<file path="src/hw/nec_defs.svh">
// constants for the erase command sequencer
//
// Behaviour
// - six writes 80/10h launch chip erase
// - protected blocks skipped, no error raised
// - chip erase ignores every command, suspend too
// - reads during chip erase return polling
// - chip erase: pass to read, fail holds
// - unprotected blocks all erased to ones
// - reset aborts erase; host repeats it
// - bypass chip erase takes two writes
// - block erase 80/30h; repeat sixth adds
// - other command in window, bar suspend, cancels erase
// - window expiry shown on polling bit
// - timer restarts per block; closes after
// - reads after sixth write return polling
// - block erase: done to read, error holds
// - protected selected blocks skipped silently
// - block erase accepts only suspend, not reset
// - bypass block erase two writes, repeatable
// - suspend is one B0h write, any address
// - suspend halts erase; window ends at once
// - suspended: reads, bypass still allowed; reset ignored
// - reads of suspended block give polling
// - resume 30h only in read array mode
`ifndef NEC_DEFS_SVH
`define NEC_DEFS_SVH
// ****************************************
// bus shape
// ****************************************
`define NEC_AW 24
`define NEC_DW 8
`define NEC_UAW 12
`define NEC_NBLK 16
`define NEC_BLK_W 4
`define NEC_BLK_LSB 20
// ****************************************
// command codes and unlock addresses
// ****************************************
`define NEC_CD_UNLK1 8'hAA
`define NEC_CD_UNLK2 8'h55
`define NEC_CD_SETUP 8'h80
`define NEC_CD_CHIP 8'h10
`define NEC_CD_BLOCK 8'h30
`define NEC_CD_RESUME 8'h30
`define NEC_CD_SUSP 8'hB0
`define NEC_CD_RESET 8'hF0
`define NEC_CD_BYP 8'h20
`define NEC_CD_BYPX1 8'h90
`define NEC_CD_BYPX2 8'h00
`define NEC_AD_UNLK1 12'h555
`define NEC_AD_UNLK2 12'h2AA
// ****************************************
// decoder steps and polling bits
// ****************************************
`define NEC_STP_IDLE 3'h0
`define NEC_STP_U2 3'h1
`define NEC_STP_CMD 3'h2
`define NEC_STP_U3 3'h3
`define NEC_STP_U4 3'h4
`define NEC_STP_LAST 3'h5
`define NEC_STP_BX 3'h6
`define NEC_SB_DONE 7
`define NEC_SB_TOG 6
`define NEC_SB_FAIL 5
`define NEC_SB_WIN 3
`define NEC_SB_STOG 2
// ****************************************
// selection window timing
// ****************************************
`define NEC_CLK_NS 40
`define NEC_WIN_NS 50000
`define NEC_WIN_CYC ((`NEC_WIN_NS + `NEC_CLK_NS - 1) / `NEC_CLK_NS)
`define NEC_WIN_CW 11
`endif

</file>
<file path="src/hw/nec_pkg.sv">
// types shared by both ends of the erase sequencer
package nec_pkg;
  // device operation state
  typedef enum logic [2:0] {
    NEC_READ, NEC_WINDOW, NEC_ERASE, NEC_CHIP, NEC_SUSP, NEC_ERR
  } nec_state_e;
  // host user commands
  typedef enum logic [3:0] {
    NEC_C_CHIP, NEC_C_BLOCK, NEC_C_ADD, NEC_C_SUSP, NEC_C_RESUME,
    NEC_C_RESET, NEC_C_BYP_ON, NEC_C_BYP_OFF, NEC_C_READ
  } nec_cmd_e;
  // host sequencing state
  typedef enum logic [1:0] {NEC_H_IDLE, NEC_H_WR, NEC_H_RD} nec_hstate_e;
endpackage

</file>
<file path="src/hw/nec_bus_if.sv">
// parallel bus between host and flash sequencer
`timescale 1ns/1ps
`include "nec_defs.svh"
interface nec_bus_if (
  input wire logic clk,
  input wire logic rst_b
);
  logic we;
  logic re;
  logic [`NEC_AW-1:0] addr;
  logic [`NEC_DW-1:0] wdata;
  logic [`NEC_DW-1:0] rdata;
  logic rvalid;
  modport dev (
    input we, re, addr, wdata,
    output rdata, rvalid
  );
  modport host (
    output we, re, addr, wdata,
    input rdata, rvalid
  );
endinterface

</file>
<file path="src/hw/nec_timer.sv">
// reloadable down counter giving a one-cycle expiry pulse
`timescale 1ns/1ps
module nec_timer #(
  parameter int CW = 11,
  parameter logic [CW-1:0] LOAD = '1
) (
  input wire logic clk,
  input wire logic rst_b,
  input wire logic load,
  input wire logic stop,
  output logic expire
);
  logic [CW-1:0] cnt_q;
  logic run_q;
  wire last = run_q && (cnt_q == CW'(1));
  // load wins over stop so a restart is never lost
  always_ff @(posedge clk or negedge rst_b) begin
    if (!rst_b) begin
      cnt_q <= '0;
      run_q <= 1'b0;
      expire <= 1'b0;
    end else begin
      expire <= last && !load && !stop;
      if (load) begin
        cnt_q <= LOAD;
        run_q <= 1'b1;
      end else if (stop || last) begin
        run_q <= 1'b0;
        cnt_q <= '0;
      end else if (run_q) begin
        cnt_q <= cnt_q - CW'(1);
      end
    end
  end
endmodule

</file>
<file path="src/hw/nec_device.sv">
// flash end: decodes erase commands and steers the erase controller
`timescale 1ns/1ps
`include "nec_defs.svh"
module nec_device
  import nec_pkg::*;
(
  input wire logic CORE_CLK,
  input wire logic RST_B,
  nec_bus_if.dev BUS,
  input wire logic [`NEC_NBLK-1:0] BLK_PROT,
  input wire logic [`NEC_DW-1:0] ARRAY_DQ,
  input wire logic PEC_DONE,
  input wire logic PEC_FAIL,
  input wire logic PEC_HALTED,
  output logic PEC_START,
  output logic PEC_CHIP,
  output logic PEC_HALT,
  output logic PEC_RESUME,
  output logic [`NEC_NBLK-1:0] ERASE_MASK,
  output logic BUSY
);
  // ****************************************
  // state
  // ****************************************
  nec_state_e st_q, st_d;
  logic [2:0] stp_q, stp_d;
  logic byp_q, byp_d;
  logic started_q, started_d;
  logic tog_q;
  logic [`NEC_NBLK-1:0] mask_d;
  logic start_d, chip_d, halt_d, resume_d;
  logic ev_chip, ev_blk, tmr_load, tmr_exp;
  logic [`NEC_DW-1:0] rdata_q;
  logic rvalid_q;
  logic [`NEC_DW-1:0] status;

  // ****************************************
  // write decode
  // ****************************************
  wire we = BUS.we;
  wire [`NEC_DW-1:0] wd = BUS.wdata;
  wire [`NEC_UAW-1:0] ua = BUS.addr[`NEC_UAW-1:0];
  wire [`NEC_BLK_W-1:0] blk = BUS.addr[`NEC_BLK_LSB +: `NEC_BLK_W];
  wire [`NEC_NBLK-1:0] blk_bit = `NEC_NBLK'(1) << blk;
  wire is_u1 = (wd == `NEC_CD_UNLK1) && (ua == `NEC_AD_UNLK1);
  wire is_u2 = (wd == `NEC_CD_UNLK2) && (ua == `NEC_AD_UNLK2);
  wire is_susp = we && (wd == `NEC_CD_SUSP);
  wire is_sel = we && (wd == `NEC_CD_BLOCK);
  // the sequence decoder only listens in read or suspended state
  wire dec_en = we && ((st_q == NEC_READ) || (st_q == NEC_SUSP));
  wire sel_ok = (st_q == NEC_READ);
  // new block joins the list unless protected
  wire [`NEC_NBLK-1:0] add_bits = blk_bit & ~BLK_PROT;
  wire [`NEC_NBLK-1:0] chip_bits = ~BLK_PROT;
  wire rd_susp_blk = (st_q == NEC_SUSP) && ERASE_MASK[blk];
  // array data only while idle or outside the suspended blocks
  wire show_stat = (st_q != NEC_READ) && !((st_q == NEC_SUSP) &&
                   !rd_susp_blk);

  // command cycle walker; bypass shortens to setup plus confirm
  always_comb begin
    stp_d = `NEC_STP_IDLE;
    byp_d = byp_q;
    ev_chip = 1'b0;
    ev_blk = 1'b0;
    case (stp_q)
      `NEC_STP_IDLE: begin
        if (byp_q && wd == `NEC_CD_SETUP) begin
          stp_d = `NEC_STP_LAST;
        end else if (byp_q && wd == `NEC_CD_BYPX1) begin
          stp_d = `NEC_STP_BX;
        end else if (is_u1) begin
          stp_d = `NEC_STP_U2;
        end
      end
      `NEC_STP_U2: if (is_u2) stp_d = `NEC_STP_CMD;
      `NEC_STP_CMD: begin
        if (wd == `NEC_CD_SETUP) begin
          stp_d = `NEC_STP_U3;
        end else if (wd == `NEC_CD_BYP) begin
          byp_d = 1'b1;
        end
      end
      `NEC_STP_U3: if (is_u1) stp_d = `NEC_STP_U4;
      `NEC_STP_U4: if (is_u2) stp_d = `NEC_STP_LAST;
      `NEC_STP_LAST: begin
        ev_chip = sel_ok && (wd == `NEC_CD_CHIP) &&
                  (byp_q || ua == `NEC_AD_UNLK1);
        ev_blk = sel_ok && (wd == `NEC_CD_BLOCK);
      end
      `NEC_STP_BX: if (wd == `NEC_CD_BYPX2) byp_d = 1'b0;
      default: stp_d = `NEC_STP_IDLE;
    endcase
  end

  // ****************************************
  // operation state machine
  // ****************************************
  always_comb begin
    st_d = st_q;
    mask_d = ERASE_MASK;
    start_d = 1'b0;
    resume_d = 1'b0;
    chip_d = PEC_CHIP;
    halt_d = PEC_HALT;
    started_d = started_q;
    tmr_load = 1'b0;
    case (st_q)
      NEC_READ: begin
        if (dec_en && ev_chip) begin
          mask_d = chip_bits;
          chip_d = 1'b1;
          // nothing to erase: data stays, no error
          if (chip_bits != '0) begin
            st_d = NEC_CHIP;
            start_d = 1'b1;
            started_d = 1'b1;
          end
        end else if (dec_en && ev_blk) begin
          mask_d = add_bits;
          chip_d = 1'b0;
          started_d = 1'b0;
          st_d = NEC_WINDOW;
          tmr_load = 1'b1;
        end
      end
      NEC_WINDOW: begin
        if (is_sel) begin
          mask_d = ERASE_MASK | add_bits;
          tmr_load = 1'b1;
        end else if (is_susp) begin
          st_d = NEC_SUSP;
        end else if (we) begin
          st_d = NEC_READ;
          mask_d = '0;
        end else if (tmr_exp) begin
          // all selected blocks protected: silently done
          if (ERASE_MASK == '0) begin
            st_d = NEC_READ;
          end else begin
            st_d = NEC_ERASE;
            start_d = 1'b1;
            started_d = 1'b1;
          end
        end
      end
      NEC_ERASE: begin
        // only suspend is heard once the controller runs
        if (is_susp) halt_d = 1'b1;
        if (PEC_FAIL) begin
          st_d = NEC_ERR;
          halt_d = 1'b0;
        end else if (PEC_DONE) begin
          st_d = NEC_READ;
          mask_d = '0;
          halt_d = 1'b0;
        end else if (PEC_HALT && PEC_HALTED) begin
          st_d = NEC_SUSP;
        end
      end
      NEC_CHIP: begin
        // writes have no effect here, suspend included
        if (PEC_FAIL) begin
          st_d = NEC_ERR;
        end else if (PEC_DONE) begin
          st_d = NEC_READ;
          mask_d = '0;
        end
      end
      NEC_SUSP: begin
        // resume only from plain read array mode
        if (dec_en && stp_q == `NEC_STP_IDLE && !byp_q &&
            wd == `NEC_CD_RESUME) begin
          st_d = NEC_ERASE;
          halt_d = 1'b0;
          started_d = 1'b1;
          start_d = !started_q;
          resume_d = started_q;
        end
      end
      NEC_ERR: begin
        if (we && wd == `NEC_CD_RESET) begin
          st_d = NEC_READ;
          mask_d = '0;
        end
      end
      default: st_d = NEC_READ;
    endcase
  end

  // selection window timer
  nec_timer #(
    .CW(`NEC_WIN_CW),
    .LOAD(`NEC_WIN_CW'(`NEC_WIN_CYC))
  ) u_win (
    .clk(CORE_CLK),
    .rst_b(RST_B),
    .load(tmr_load),
    .stop(st_q == NEC_WINDOW && st_d != NEC_WINDOW),
    .expire(tmr_exp)
  );

  // ****************************************
  // polling register
  // ****************************************
  always_comb begin
    status = '0;
    status[`NEC_SB_DONE] = (st_q == NEC_SUSP);
    status[`NEC_SB_TOG] = tog_q && (st_q != NEC_SUSP);
    status[`NEC_SB_FAIL] = (st_q == NEC_ERR);
    status[`NEC_SB_WIN] = (st_q != NEC_WINDOW);
    status[`NEC_SB_STOG] = tog_q;
  end

  // ****************************************
  // registers; a hardware reset abandons any erase
  // ****************************************
  always_ff @(posedge CORE_CLK or negedge RST_B) begin
    if (!RST_B) begin
      st_q <= NEC_READ;
      stp_q <= `NEC_STP_IDLE;
      byp_q <= 1'b0;
      started_q <= 1'b0;
      ERASE_MASK <= '0;
      PEC_START <= 1'b0;
      PEC_CHIP <= 1'b0;
      PEC_HALT <= 1'b0;
      PEC_RESUME <= 1'b0;
      BUSY <= 1'b0;
    end else begin
      st_q <= st_d;
      if (dec_en) stp_q <= stp_d;
      else if (st_q != NEC_SUSP) stp_q <= `NEC_STP_IDLE;
      if (dec_en) byp_q <= byp_d;
      started_q <= started_d;
      ERASE_MASK <= mask_d;
      PEC_START <= start_d;
      PEC_CHIP <= chip_d;
      PEC_HALT <= halt_d;
      PEC_RESUME <= resume_d;
      BUSY <= (st_d != NEC_READ);
    end
  end

  // read port: one cycle latency, toggle flips per status read
  always_ff @(posedge CORE_CLK or negedge RST_B) begin
    if (!RST_B) begin
      rdata_q <= '0;
      rvalid_q <= 1'b0;
      tog_q <= 1'b0;
    end else begin
      rvalid_q <= BUS.re;
      if (BUS.re) rdata_q <= show_stat ? status : ARRAY_DQ;
      if (BUS.re && show_stat) tog_q <= !tog_q;
    end
  end

  assign BUS.rdata = rdata_q;
  assign BUS.rvalid = rvalid_q;
endmodule

</file>
<file path="src/flat_wrapper.sv">
// flat-port wrapper written by rule: the top's interface ports become plain ports
module nec_device_flat import nec_pkg::*;
  (CORE_CLK, RST_B, BLK_PROT, ARRAY_DQ, PEC_DONE, PEC_FAIL, PEC_HALTED, PEC_START, PEC_CHIP, PEC_HALT, PEC_RESUME, ERASE_MASK, BUSY, clk, rst_b, BUS_we, BUS_re, BUS_addr, BUS_wdata, BUS_rdata, BUS_rvalid);
  nec_bus_if BUS_i (.clk(clk), .rst_b(rst_b));
  input wire logic CORE_CLK;
  input wire logic RST_B;
  input wire logic [`NEC_NBLK-1:0] BLK_PROT;
  input wire logic [`NEC_DW-1:0] ARRAY_DQ;
  input wire logic PEC_DONE;
  input wire logic PEC_FAIL;
  input wire logic PEC_HALTED;
  output logic PEC_START;
  output logic PEC_CHIP;
  output logic PEC_HALT;
  output logic PEC_RESUME;
  output logic [`NEC_NBLK-1:0] ERASE_MASK;
  output logic BUSY;
  input wire logic clk;
  input wire logic rst_b;
  input wire logic [$bits(BUS_i.we)-1:0] BUS_we;
  input wire logic [$bits(BUS_i.re)-1:0] BUS_re;
  input wire logic [$bits(BUS_i.addr)-1:0] BUS_addr;
  input wire logic [$bits(BUS_i.wdata)-1:0] BUS_wdata;
  output wire logic [$bits(BUS_i.rdata)-1:0] BUS_rdata;
  output wire logic [$bits(BUS_i.rvalid)-1:0] BUS_rvalid;
  assign BUS_i.we = BUS_we;
  assign BUS_i.re = BUS_re;
  assign BUS_i.addr = BUS_addr;
  assign BUS_i.wdata = BUS_wdata;
  assign BUS_rdata = BUS_i.rdata;
  assign BUS_rvalid = BUS_i.rvalid;
  nec_device u_core (.CORE_CLK(CORE_CLK), .RST_B(RST_B), .BUS(BUS_i), .BLK_PROT(BLK_PROT), .ARRAY_DQ(ARRAY_DQ), .PEC_DONE(PEC_DONE), .PEC_FAIL(PEC_FAIL), .PEC_HALTED(PEC_HALTED), .PEC_START(PEC_START), .PEC_CHIP(PEC_CHIP), .PEC_HALT(PEC_HALT), .PEC_RESUME(PEC_RESUME), .ERASE_MASK(ERASE_MASK), .BUSY(BUSY));
endmodule
</file>
<file path="config.mk">
export PLATFORM = sky130hd
export DESIGN_NAME = nec_device_flat
export DESIGN_NICKNAME = d
export VERILOG_FILES = /design/src/hw/nec_pkg.sv /design/src/hw/nec_bus_if.sv /design/src/hw/nec_timer.sv /design/src/hw/nec_device.sv /design/src/flat_wrapper.sv
export VERILOG_INCLUDE_DIRS = /design/src /design/src/hw
export SDC_FILE = /design/constraint.sdc
export NUM_CORES = 1
export LEC_CHECK = 0
export BUFFER_PORTS_ARGS = -buffer_cell sky130_fd_sc_hd__buf_2
export CAP_MARGIN = 20
export CORE_MARGIN = 8
export CORE_UTILIZATION = 54
export CTS_BUF_LIST = sky130_fd_sc_hd__clkbuf_2
export DETAILED_ROUTE_END_ITERATION = 12
export GPL_ROUTABILITY_DRIVEN = 0
export PLACE_DENSITY_LB_ADDON = 0.08
export SLEW_MARGIN = 20
export SYNTH_ARGS = -nofsm -noshare
export SYNTH_HDL_FRONTEND = slang
export SYNTH_SLANG_ARGS = --single-unit
</file>
<file path="constraint.sdc">
create_clock -name CORE_CLK -period 3.5 [get_ports CORE_CLK]
set_clock_uncertainty 0.15 [all_clocks]
set_input_delay 0.525 -clock CORE_CLK [delete_from_list [all_inputs] [get_ports CORE_CLK]]
set_output_delay 0.525 -clock CORE_CLK [all_outputs]
set_load 0.005 [all_outputs]
</file>
-- Word level (Yosys, flattened, before mapping)
Index checks and enable logic that the tools add are counted.
- register bits after elaboration: 52
- input bits: 65
- output and inout bits: 30
- logic and storage cells: 202
- add/sub/neg operators: 1
- $lt $le $gt $ge: 1
- equal/unequal tests: 43
- shift operators: 1
- multiplexer cells: 80
- bitwise operators: 3
- reductions and logical operators: 57
- operator list (cell ; number):
    16-bit 2-to-1 mux ; 8
    16-bit case mux with 4 select lines ; 1
    3-bit 2-to-1 mux ; 20
    8-bit equality test, second input constant ; 5
    1-bit 2-to-1 mux ; 36
    11-bit 2-to-1 mux ; 3
    1-bit logical AND ; 26
    2-bit inequality test, second input constant ; 9
    3-bit case mux with 6 select lines ; 1
    16-bit bitwise AND ; 1
    8-bit by 6-bit equality test with 1-bit output, second input constant ; 2
    16-bit zero test ; 1
    16-bit NOT ; 1
    16-bit OR ; 1
    16-bit nonzero test ; 1
    1-bit by 4-bit left shift with 16-bit output, first input constant ; 1
    3-bit equality test, second input constant ; 5
    3-bit case mux with 5 select lines ; 1
    12-bit by 10-bit equality test with 1-bit output, second input constant ; 1
    12-bit by 11-bit equality test with 1-bit output, second input constant ; 1
    3-bit by 2-bit equality test with 1-bit output, second input constant ; 4
    3-bit inequality test, second input constant ; 4
    3-bit nonzero test ; 4
    11-bit by 1-bit equality test with 1-bit output, second input constant ; 1
    other kinds (26) ; 48

-- Longest topological paths before layout
Gate-level depths: netlist (run 1).
- depth in word-level cells: 13
- depth in mapped cells: 8
- depth with buffers taken out: 7

-- Cells and area by module
A second synthesis (run 1) with hierarchy kept.
- cell total of the unflattened synthesis: 374
- area, all modules: 3350.7 um2
- modules (own cells, without submodules) (module ; instances ; cells each ; area each (um2) ; sequential area each (um2)):
    nec_device ; 1 ; 312 ; 2667.6 ; 975.9
    nec_timer ; 1 ; 62 ; 683.2 ; 325.3

-- Least setup slack after synthesis (run 1)
No wires, ideal clock.
- kind: in2reg
- start: input port BUS_wdata[0]
- end: register u_core.ERASE_MASK[12]
- setup time: 95 ps
- arrival: 2542 ps
- data required time: 3255 ps
- slack: 712 ps
- stages on the path: 7
- path buffers: 1
- cell sequence: or4_4 or3_4 a2111oi_4 o2111ai_1 buf_2 nand2b_4 o31ai_1
- longest elaborated chain between the ends: 7
- elaborated cells on any way between the ends: 22
- classes of those cells: eq/ne: 8; mux: 5; reduce/logical: 9
- RTL lines (item ; RTL line ; RTL):
    from (decl) ; flat_wrapper.sv:23 ; input wire logic [$bits(BUS_i.wdata)-1:0] BUS_wdata;
    8-bit by 5-bit equality test with 1-bit output (no line) ; -- ;
    1-bit logical AND (2 in series) ; nec_device.sv:87 ; ev_chip = sel_ok && (wd == `NEC_CD_CHIP) &&
    1-bit 2-to-1 mux ; nec_device.sv:66 ; case (stp_q)
    1-bit logical AND ; nec_device.sv:110 ; if (dec_en && ev_chip) begin
    3-bit inequality test (no line) / 16-bit 2-to-1 mux (equally long branches) ; -- ;
    7-bit AND reduction (no line) / 16-bit case mux with 4 select lines (equally long branches) ; -- ;
    to (signal assigned) ; nec_device.sv:236 ; ERASE_MASK <= mask_d;
    to (decl) ; nec_device.sv:19 ; output logic [`NEC_NBLK-1:0] ERASE_MASK,
Parallel ways exist; a longest one is shown, timed or not.
A chain may end at the register's enable or synchronous reset.

-- Final worst setup path (run 1)
- start: register u_core.stp_q[0]
- end: register u_core.started_q
- longest elaborated chain between the ends: 6
- elaborated cells on any way between the ends: 15
- classes of those cells: eq/ne: 4; mux: 4; reduce/logical: 7
- RTL lines (item ; RTL line ; RTL):
    from (decl) ; nec_device.sv:26 ; logic [2:0] stp_q, stp_d;
    from (signal assigned) ; nec_device.sv:221 ; stp_q <= `NEC_STP_IDLE;
    from (signal assigned) ; nec_device.sv:232 ; if (dec_en) stp_q <= stp_d;
    from (signal assigned) ; nec_device.sv:233 ; else if (st_q != NEC_SUSP) stp_q <= `NEC_STP_IDLE;
    branches (longest 6 deep; another with 9-bit AND reduction) ; -- ;
    to (signal assigned) ; nec_device.sv:235 ; started_q <= started_d;
    to (decl) ; nec_device.sv:28 ; logic started_q, started_d;
Parallel ways; which one is timed is not known.

==> qor.yml, run 1 <==
grt_max_degree: 30
end_kind: "register"
path_buf_inv: 2
grt_pass1_vias: 3123
dp.cells: 509
synthToLayoutAreaGrowth_pct: 20.1
crit_fanout: 18
dr.pass1.iters: 6
synth_area_per_cell_um2: 8.86
critPathMaxStageDelay_ns: 0.59
seqPwrFrac_pct: 48.3
rsz0062_at_grt: "false"
cp_cell_sequence: "nor4bb_1 -> buf_4 -> nand3_1 -> a2111oi_4 -> buf_4 -> nand2b_1 -> a2111oi_0 -> o22a_1"
io_buffers: 84
root_buffer: "clkbuf_2"
tns_ns: 0
status: "finished clean"
clk_pin_slew_ns: 0.31
ys_types: 55
postCtsHoldBufs: 1
p_leak_nw: 1.70
htreeDepth: 2
io_pins: 95
finalHoldViolations: 0
p_sw_uw: 618
grt_antenna_before_repair: 0
overflow: 0
clockBufferDepth: 2
core-area_um2: 5780
synth.cell_area_um2: 3170
ys_seq_area_share_pct: 41.0
synth_edf_count: 0
cts_tree: "built"
total_power_mw: 1.64
clk_latency_ns: 0.46
std_cell_rows: 28
antenna_cells: 0
synth_ff_type: "dfrtp_1"
ys_ff_latch: 52
hp-class: "in2reg"
vias_per_cell: 6.08
crit_slowest_cell: "dfrtp_1"
ys.warnings.count: 0
drtIter0Drc: 251
vias: 3179
irDropWorstVdd_mv: 0.253
max_slew_margin_pct: 52.4
grt_pass1_wl_um: 14700
die_area_um2: 8580
drive_gt1_share_pct: 25.9
power_density_nw_per_um2: 429
fp.dieW_um: 92.6
switching_share_pct: 37.8
power.share.clock_pct: 16.8
criticalPathCategory: "reg2reg"
die_y_um: 92.6
required_ns: 3.79
async_reset_ff_share_pct: 100
synthCells: 358
tightestPinTransition_ns: 0.711
final_cells: 523
grt_usage_pct: 20.7
p_comb_share_pct: 34.9
post_cts_buffers: 0
internal_power_mw: 1.02
place_ws_ns: 0.375
cts_buffers: 5
whs_ns: 0.0487
fin_nets: 514
fmax_mhz: 346
start_util_pct: 54.8
cts_resized: 0
drc: 0
startpoint_type: "register"
maxCapViolCount: 0
hpwl_um: 6630
post-route-period-util_pct: 82.7
path_delay_family: "compound AO/OA/AOI/OAI gates"
wirelength_um: 8700
wl_per_cell_um: 16.6
fin_crit_ns: 2.89
clock_sink_count: 52
slew_violations: 0
crit_arrival_ns: 3.19
drtAntennaViolNets: 0
syn-num-nets: 425
layout_setup_ws_ns: 0.607
crit_top_cell: "buf_4"
setup_viol: 0
==> cells in the mapped netlist, drive strengths merged, types with 3 or more instances <==
| cell | number | area (µm²) |
|---|---|---|
| dfrtp | 52 | 1300 |
| nor2 | 31 | 116 |
| o21ai | 31 | 155 |
| nand2 | 22 | 82.6 |
| a31oi | 19 | 119 |
| nor3 | 19 | 95.1 |
| o31ai | 18 | 135 |
| clkbuf | 17 | 63.8 |
| inv | 15 | 56.3 |
| nand4 | 11 | 68.8 |
| a21oi | 10 | 50.1 |
| nand3 | 10 | 50.1 |
| nand2b | 9 | 63.8 |
| nor4 | 9 | 56.3 |
| nor4bb | 7 | 70.1 |
| xnor2 | 7 | 61.3 |
| nor2b | 5 | 31.3 |
| o211ai | 5 | 37.5 |
| xor2 | 5 | 43.8 |
| mux2i | 4 | 40.0 |
| nand3b | 4 | 30.0 |
| or3 | 4 | 30.0 |
| or4 | 4 | 33.8 |
| buf | 3 | 21.3 |
| o22ai | 3 | 18.8 |
| o41ai | 3 | 26.3 |
==> metal layers <==
| metal | vias up | part of all wire (%) | track usage [%] |
|---|---|---|---|
| met3 | 18 | 7.5 | 5.26 |
| met1 | 1511 | 43 | 26.7 |
| met2 | 121 | 47 | 33.3 |
| met5 | - | 0 | 0 |
| met4 | 0 | 1.8 | 6.44 |
| li1 | 1529 | - | - |
==> cell families after synthesis <==
group | count (synthesis) | synth area share [%]
adder cells (fa/ha/maj) | 2 | 0.789
flip-flops | 52 | 41.0
XOR/XNOR | 12 | 3.31
AND/OR/NAND/NOR | 149 | 26.5
buffers and inverters | 35 | 4.46
AO/OA/AOI/OAI | 101 | 20.8
multiplexers | 7 | 3.04
==> area by class of cell <==
cell class,count,area [µm²]
clock buffer,5,25.0
clock inverter,3,26.3
fill,510,1970
inverter,15,56.3
multi-input combinational,271,1730
sequential,52,1300
tap,75,93.8
timing repair buffer,102,571
==> power groups by stage <==
stage                     clock network [mW]  registers, mW  logic, mW
after floorplan                            0          0.789      0.361
after global placement                     0          0.797      0.553
after detailed placement                   0          0.801      0.566
after CTS                              0.279          0.789      0.567
after global routing                   0.305          0.807      0.646
final                                  0.274          0.790      0.571
==> state kept, by name, summed over array words and instances, names as in the netlist <==
register and cells:
u_core.started_q 1, u_core.PEC_START 1, u_core.st_q 3, u_core.PEC_HALT 1, u_core.stp_q 3, u_core.byp_q 1
u_core.u_win.run_q 1, u_core.BUS.rdata 8, u_core.PEC_RESUME 1, u_core.u_win.cnt_q 11, u_core.ERASE_MASK 16, u_core.BUSY 1
u_core.u_win.expire 1, u_core.PEC_CHIP 1, u_core.tog_q 1, u_core.BUS.rvalid 1
==> worst register-to-register path, stage by stage, from the launching register on <==
cell,delay (ns)
dfrtp_1,0.59
nor4bb_1,0.34
buf_4,0.18
nand3_1,0.15
a2111oi_4,0.38
buf_4,0.29
nand2b_1,0.19
a2111oi_0,0.40
o22a_1,0.20
==> placed cells by master (no fill, tap or decap), types with 6 or more instances in the layout <==
cell / instances
a21oi_1: 10
a31oi_1: 19
buf_2: 84
buf_4: 12
dfrtp_1: 52
dlygate4sd3_1: 6
inv_1: 15
nand2_1: 22
nand2b_1: 8
nand3_1: 10
nand4_1: 11
nor2_1: 31
nor3_1: 19
nor4_1: 9
nor4bb_1: 7
o21ai_0: 24
o21ai_1: 7
o31ai_1: 18
xnor2_1: 7
==> final timing paths <==
check                                         start                     to  slack (ns)  cells past startpoint
worst max-delay path                u_core.stp_q[0]       u_core.started_q        0.61                      8
worst min-delay path                   BLK_PROT[15]  u_core.ERASE_MASK[15]        0.05                      2
worst max register to register      u_core.stp_q[0]       u_core.started_q        0.61                      8
min in group asynchronous                     RST_B        u_core.stp_q[0]        0.41                      2
max in group asynchronous                     RST_B   u_core.ERASE_MASK[8]        1.99                      3
worst min register to register  u_core.BUS.rdata[6]    u_core.BUS.rdata[6]        0.37                      1
==> stage by stage <==
| step | area [µm²] | util [%] |
|---|---|---|
| after floorplan | 3170 | - |
| after global placement | 3700 | 63.9 |
| after detailed placement | 3700 | 63.9 |
| after CTS | 3760 | 65.0 |
| after global routing | 3810 | 65.9 |
| final | 3810 | 65.9 |
(Power assumes the default switching activity.)
==> run 2, diff against run 1 <==
- clock period: 3.5 -> 2.87 ns (I/O delays scaled with it)
==> qor.yml, run 2 (synthesized netlist as in run 1, its figures left out) <==
required_ns: 3.10
slew_violations: 0
regMostFlops: "u_core.ERASE_MASK"
drtAntennaViolNets: 0
grt_pass1_vias: 3101
final_common_cell: "buf_2"
grt_antenna_before_repair: 0
io_buffers: 84
synthToLayoutAreaGrowth_pct: 28.9
p_leak_nw: 1.84
end_kind: "register"
crit_arrival_ns: 3.03
cts_tree: "built"
r2r_start: "u_core.u_win.cnt_q[6]"
clk_latency_ns: 0.48
min-delay-start: "ARRAY_DQ[7]"
die_area_um2: 8580
cts_buffers: 5
drc: 0
fin_crit_ns: 2.81
fmax_mhz: 356
finalHoldViolations: 0
dr.pass1.iters: 6
grt_usage_pct: 21.1
cp_cell_sequence: "or4_4 -> or3_1 -> or4b_4 -> and2_1 -> a41oi_2 -> buf_2 -> nor3_1"
overflow: 0
cp-startpoint: "u_core.u_win.cnt_q[6]"
grt_max_degree: 53
hp-class: "in2reg"
criticalPathCategory: "reg2reg"
antenna_cells: 0
post-route-period-util_pct: 97.8
wirelength_um: 9090
core-area_um2: 5780
setup_viol: 0
layout_common_cells: "buf_2 (85), dfrtp_1 (52), nor2_1 (31)"
vias: 3272
max_slew_margin_pct: 49.9
critPathMaxStageDelay_ns: 0.56
wl_per_cell_um: 16.5
std_cell_rows: 28
startpoint_type: "register"
crit_fanout: 5
start_util_pct: 54.8
power_density_nw_per_um2: 497
clk_pin_slew_ns: 0.31
die_y_um: 92.6
largest_reg_flops: 16
status: "finished clean"
n_fill_cell: 486
tightestPinTransition_ns: 0.749
maxCapViolCount: 0
fin_nets: 543
vias_per_cell: 5.93
final_cells: 552
clockBufferDepth: 2
drive_gt1_share_pct: 27.3
total_power_mw: 2.03
fp.dieW_um: 92.6
hpwl_um: 6430
drtIter0Drc: 188
irDropWorstVdd_mv: 0.345
root_buffer: "clkbuf_2"
htreeDepth: 2
io_pins: 95
clock_sink_count: 52
dp.cells: 518
grt_pass1_wl_um: 14900
crit_slowest_cell: "or4b_4"
-- run 2: cell types whose count changed in the layout (fill, tap and decap cells not counted), sizes merged --
cell | before | now
buf | 96 | 107
dlygate4sd3 | 6 | 24
-- run 2: area by class of cell --
class / instances / area [µm²] / area share, %
repair buffers: 131 / 835 / 20.4
multi-input cells: 271 / 1750 / 42.8
flip-flops and latches: 52 / 1300 / 31.8
clock buffers: 5 / 25.0 / 0.612
inverters: 15 / 56.3 / 1.38
clock inverters: 3 / 26.3 / 0.643
well taps: 75 / 93.8 / 2.30
-- run 2: critical path: cells and delay by family (launching register included) --
kind / cells / cell delay, ns
flip-flops: 1 / 0.47
AO/OA/AOI/OAI: 1 / 0.22
buffers and inverters: 1 / 0.21
AND/OR/NAND/NOR: 5 / 1.70
-- run 2: routing by layer --
layer / wire length [µm] / part of all wire (%) / GRT usage [%]
met1: 3880 / 43 / 26.8
met2: 4420 / 49 / 34.9
met3: 648 / 7.1 / 5.18
met4: 129 / 1.4 / 6.17
met5: 0 / 0 / 0
-- run 2: path summary, 6_finish.rpt --
kind / cells after the start / slack, ns / to
max in group asynchronous: 3 / 1.72 / u_core.started_q
setup / recovery: 7 / 0.06 / u_core.u_win.cnt_q[4]
min in group asynchronous: 3 / 0.38 / u_core.PEC_HALT
setup reg to reg: 7 / 0.06 / u_core.u_win.cnt_q[4]
hold reg to reg: 1 / 0.37 / u_core.BUS.rdata[6]
hold / removal: 3 / 0.04 / u_core.BUS.rdata[7]
-- run 2: metrics by stage --
step | setup TNS [ns] | util (%) | area [µm²] | hold slack (ns) | setup slack (ns)
final | 0 | 70.7 | 4090 | 0.0362 | 0.0641
after global routing | -0.0161 | 70.7 | 4090 | 0.0300 | -0.00519
after CTS | 0 | 70.0 | 4050 | 0.00917 | 0.00669
after detailed placement | -0.00417 | 65.1 | 3760 | 0.318 | -0.00417
after global placement | 0 | 65.1 | 3760 | 0.310 | 0.0139
after floorplan | 0 | - | 3170 | -0.0151 | 0.177
-- run 2: where the power goes --
group | switching, mW | total, mW | internal, mW | leakage (nW)
Combinational | 0.388 | 0.739 | 0.352 | 1.12
Sequential | 0.109 | 0.965 | 0.856 | 0.691
Clock | 0.262 | 0.328 | 0.0654 | 0.0271
-- run 2: what timing repair did --
action | CTS | global route
setup endpoints to repair | 0 | 11
resized for setup | 0 | 6
hold buffers | 23 | 1
setup buffers | 0 | 1
endpoints found under the hold margin | 73 | 1
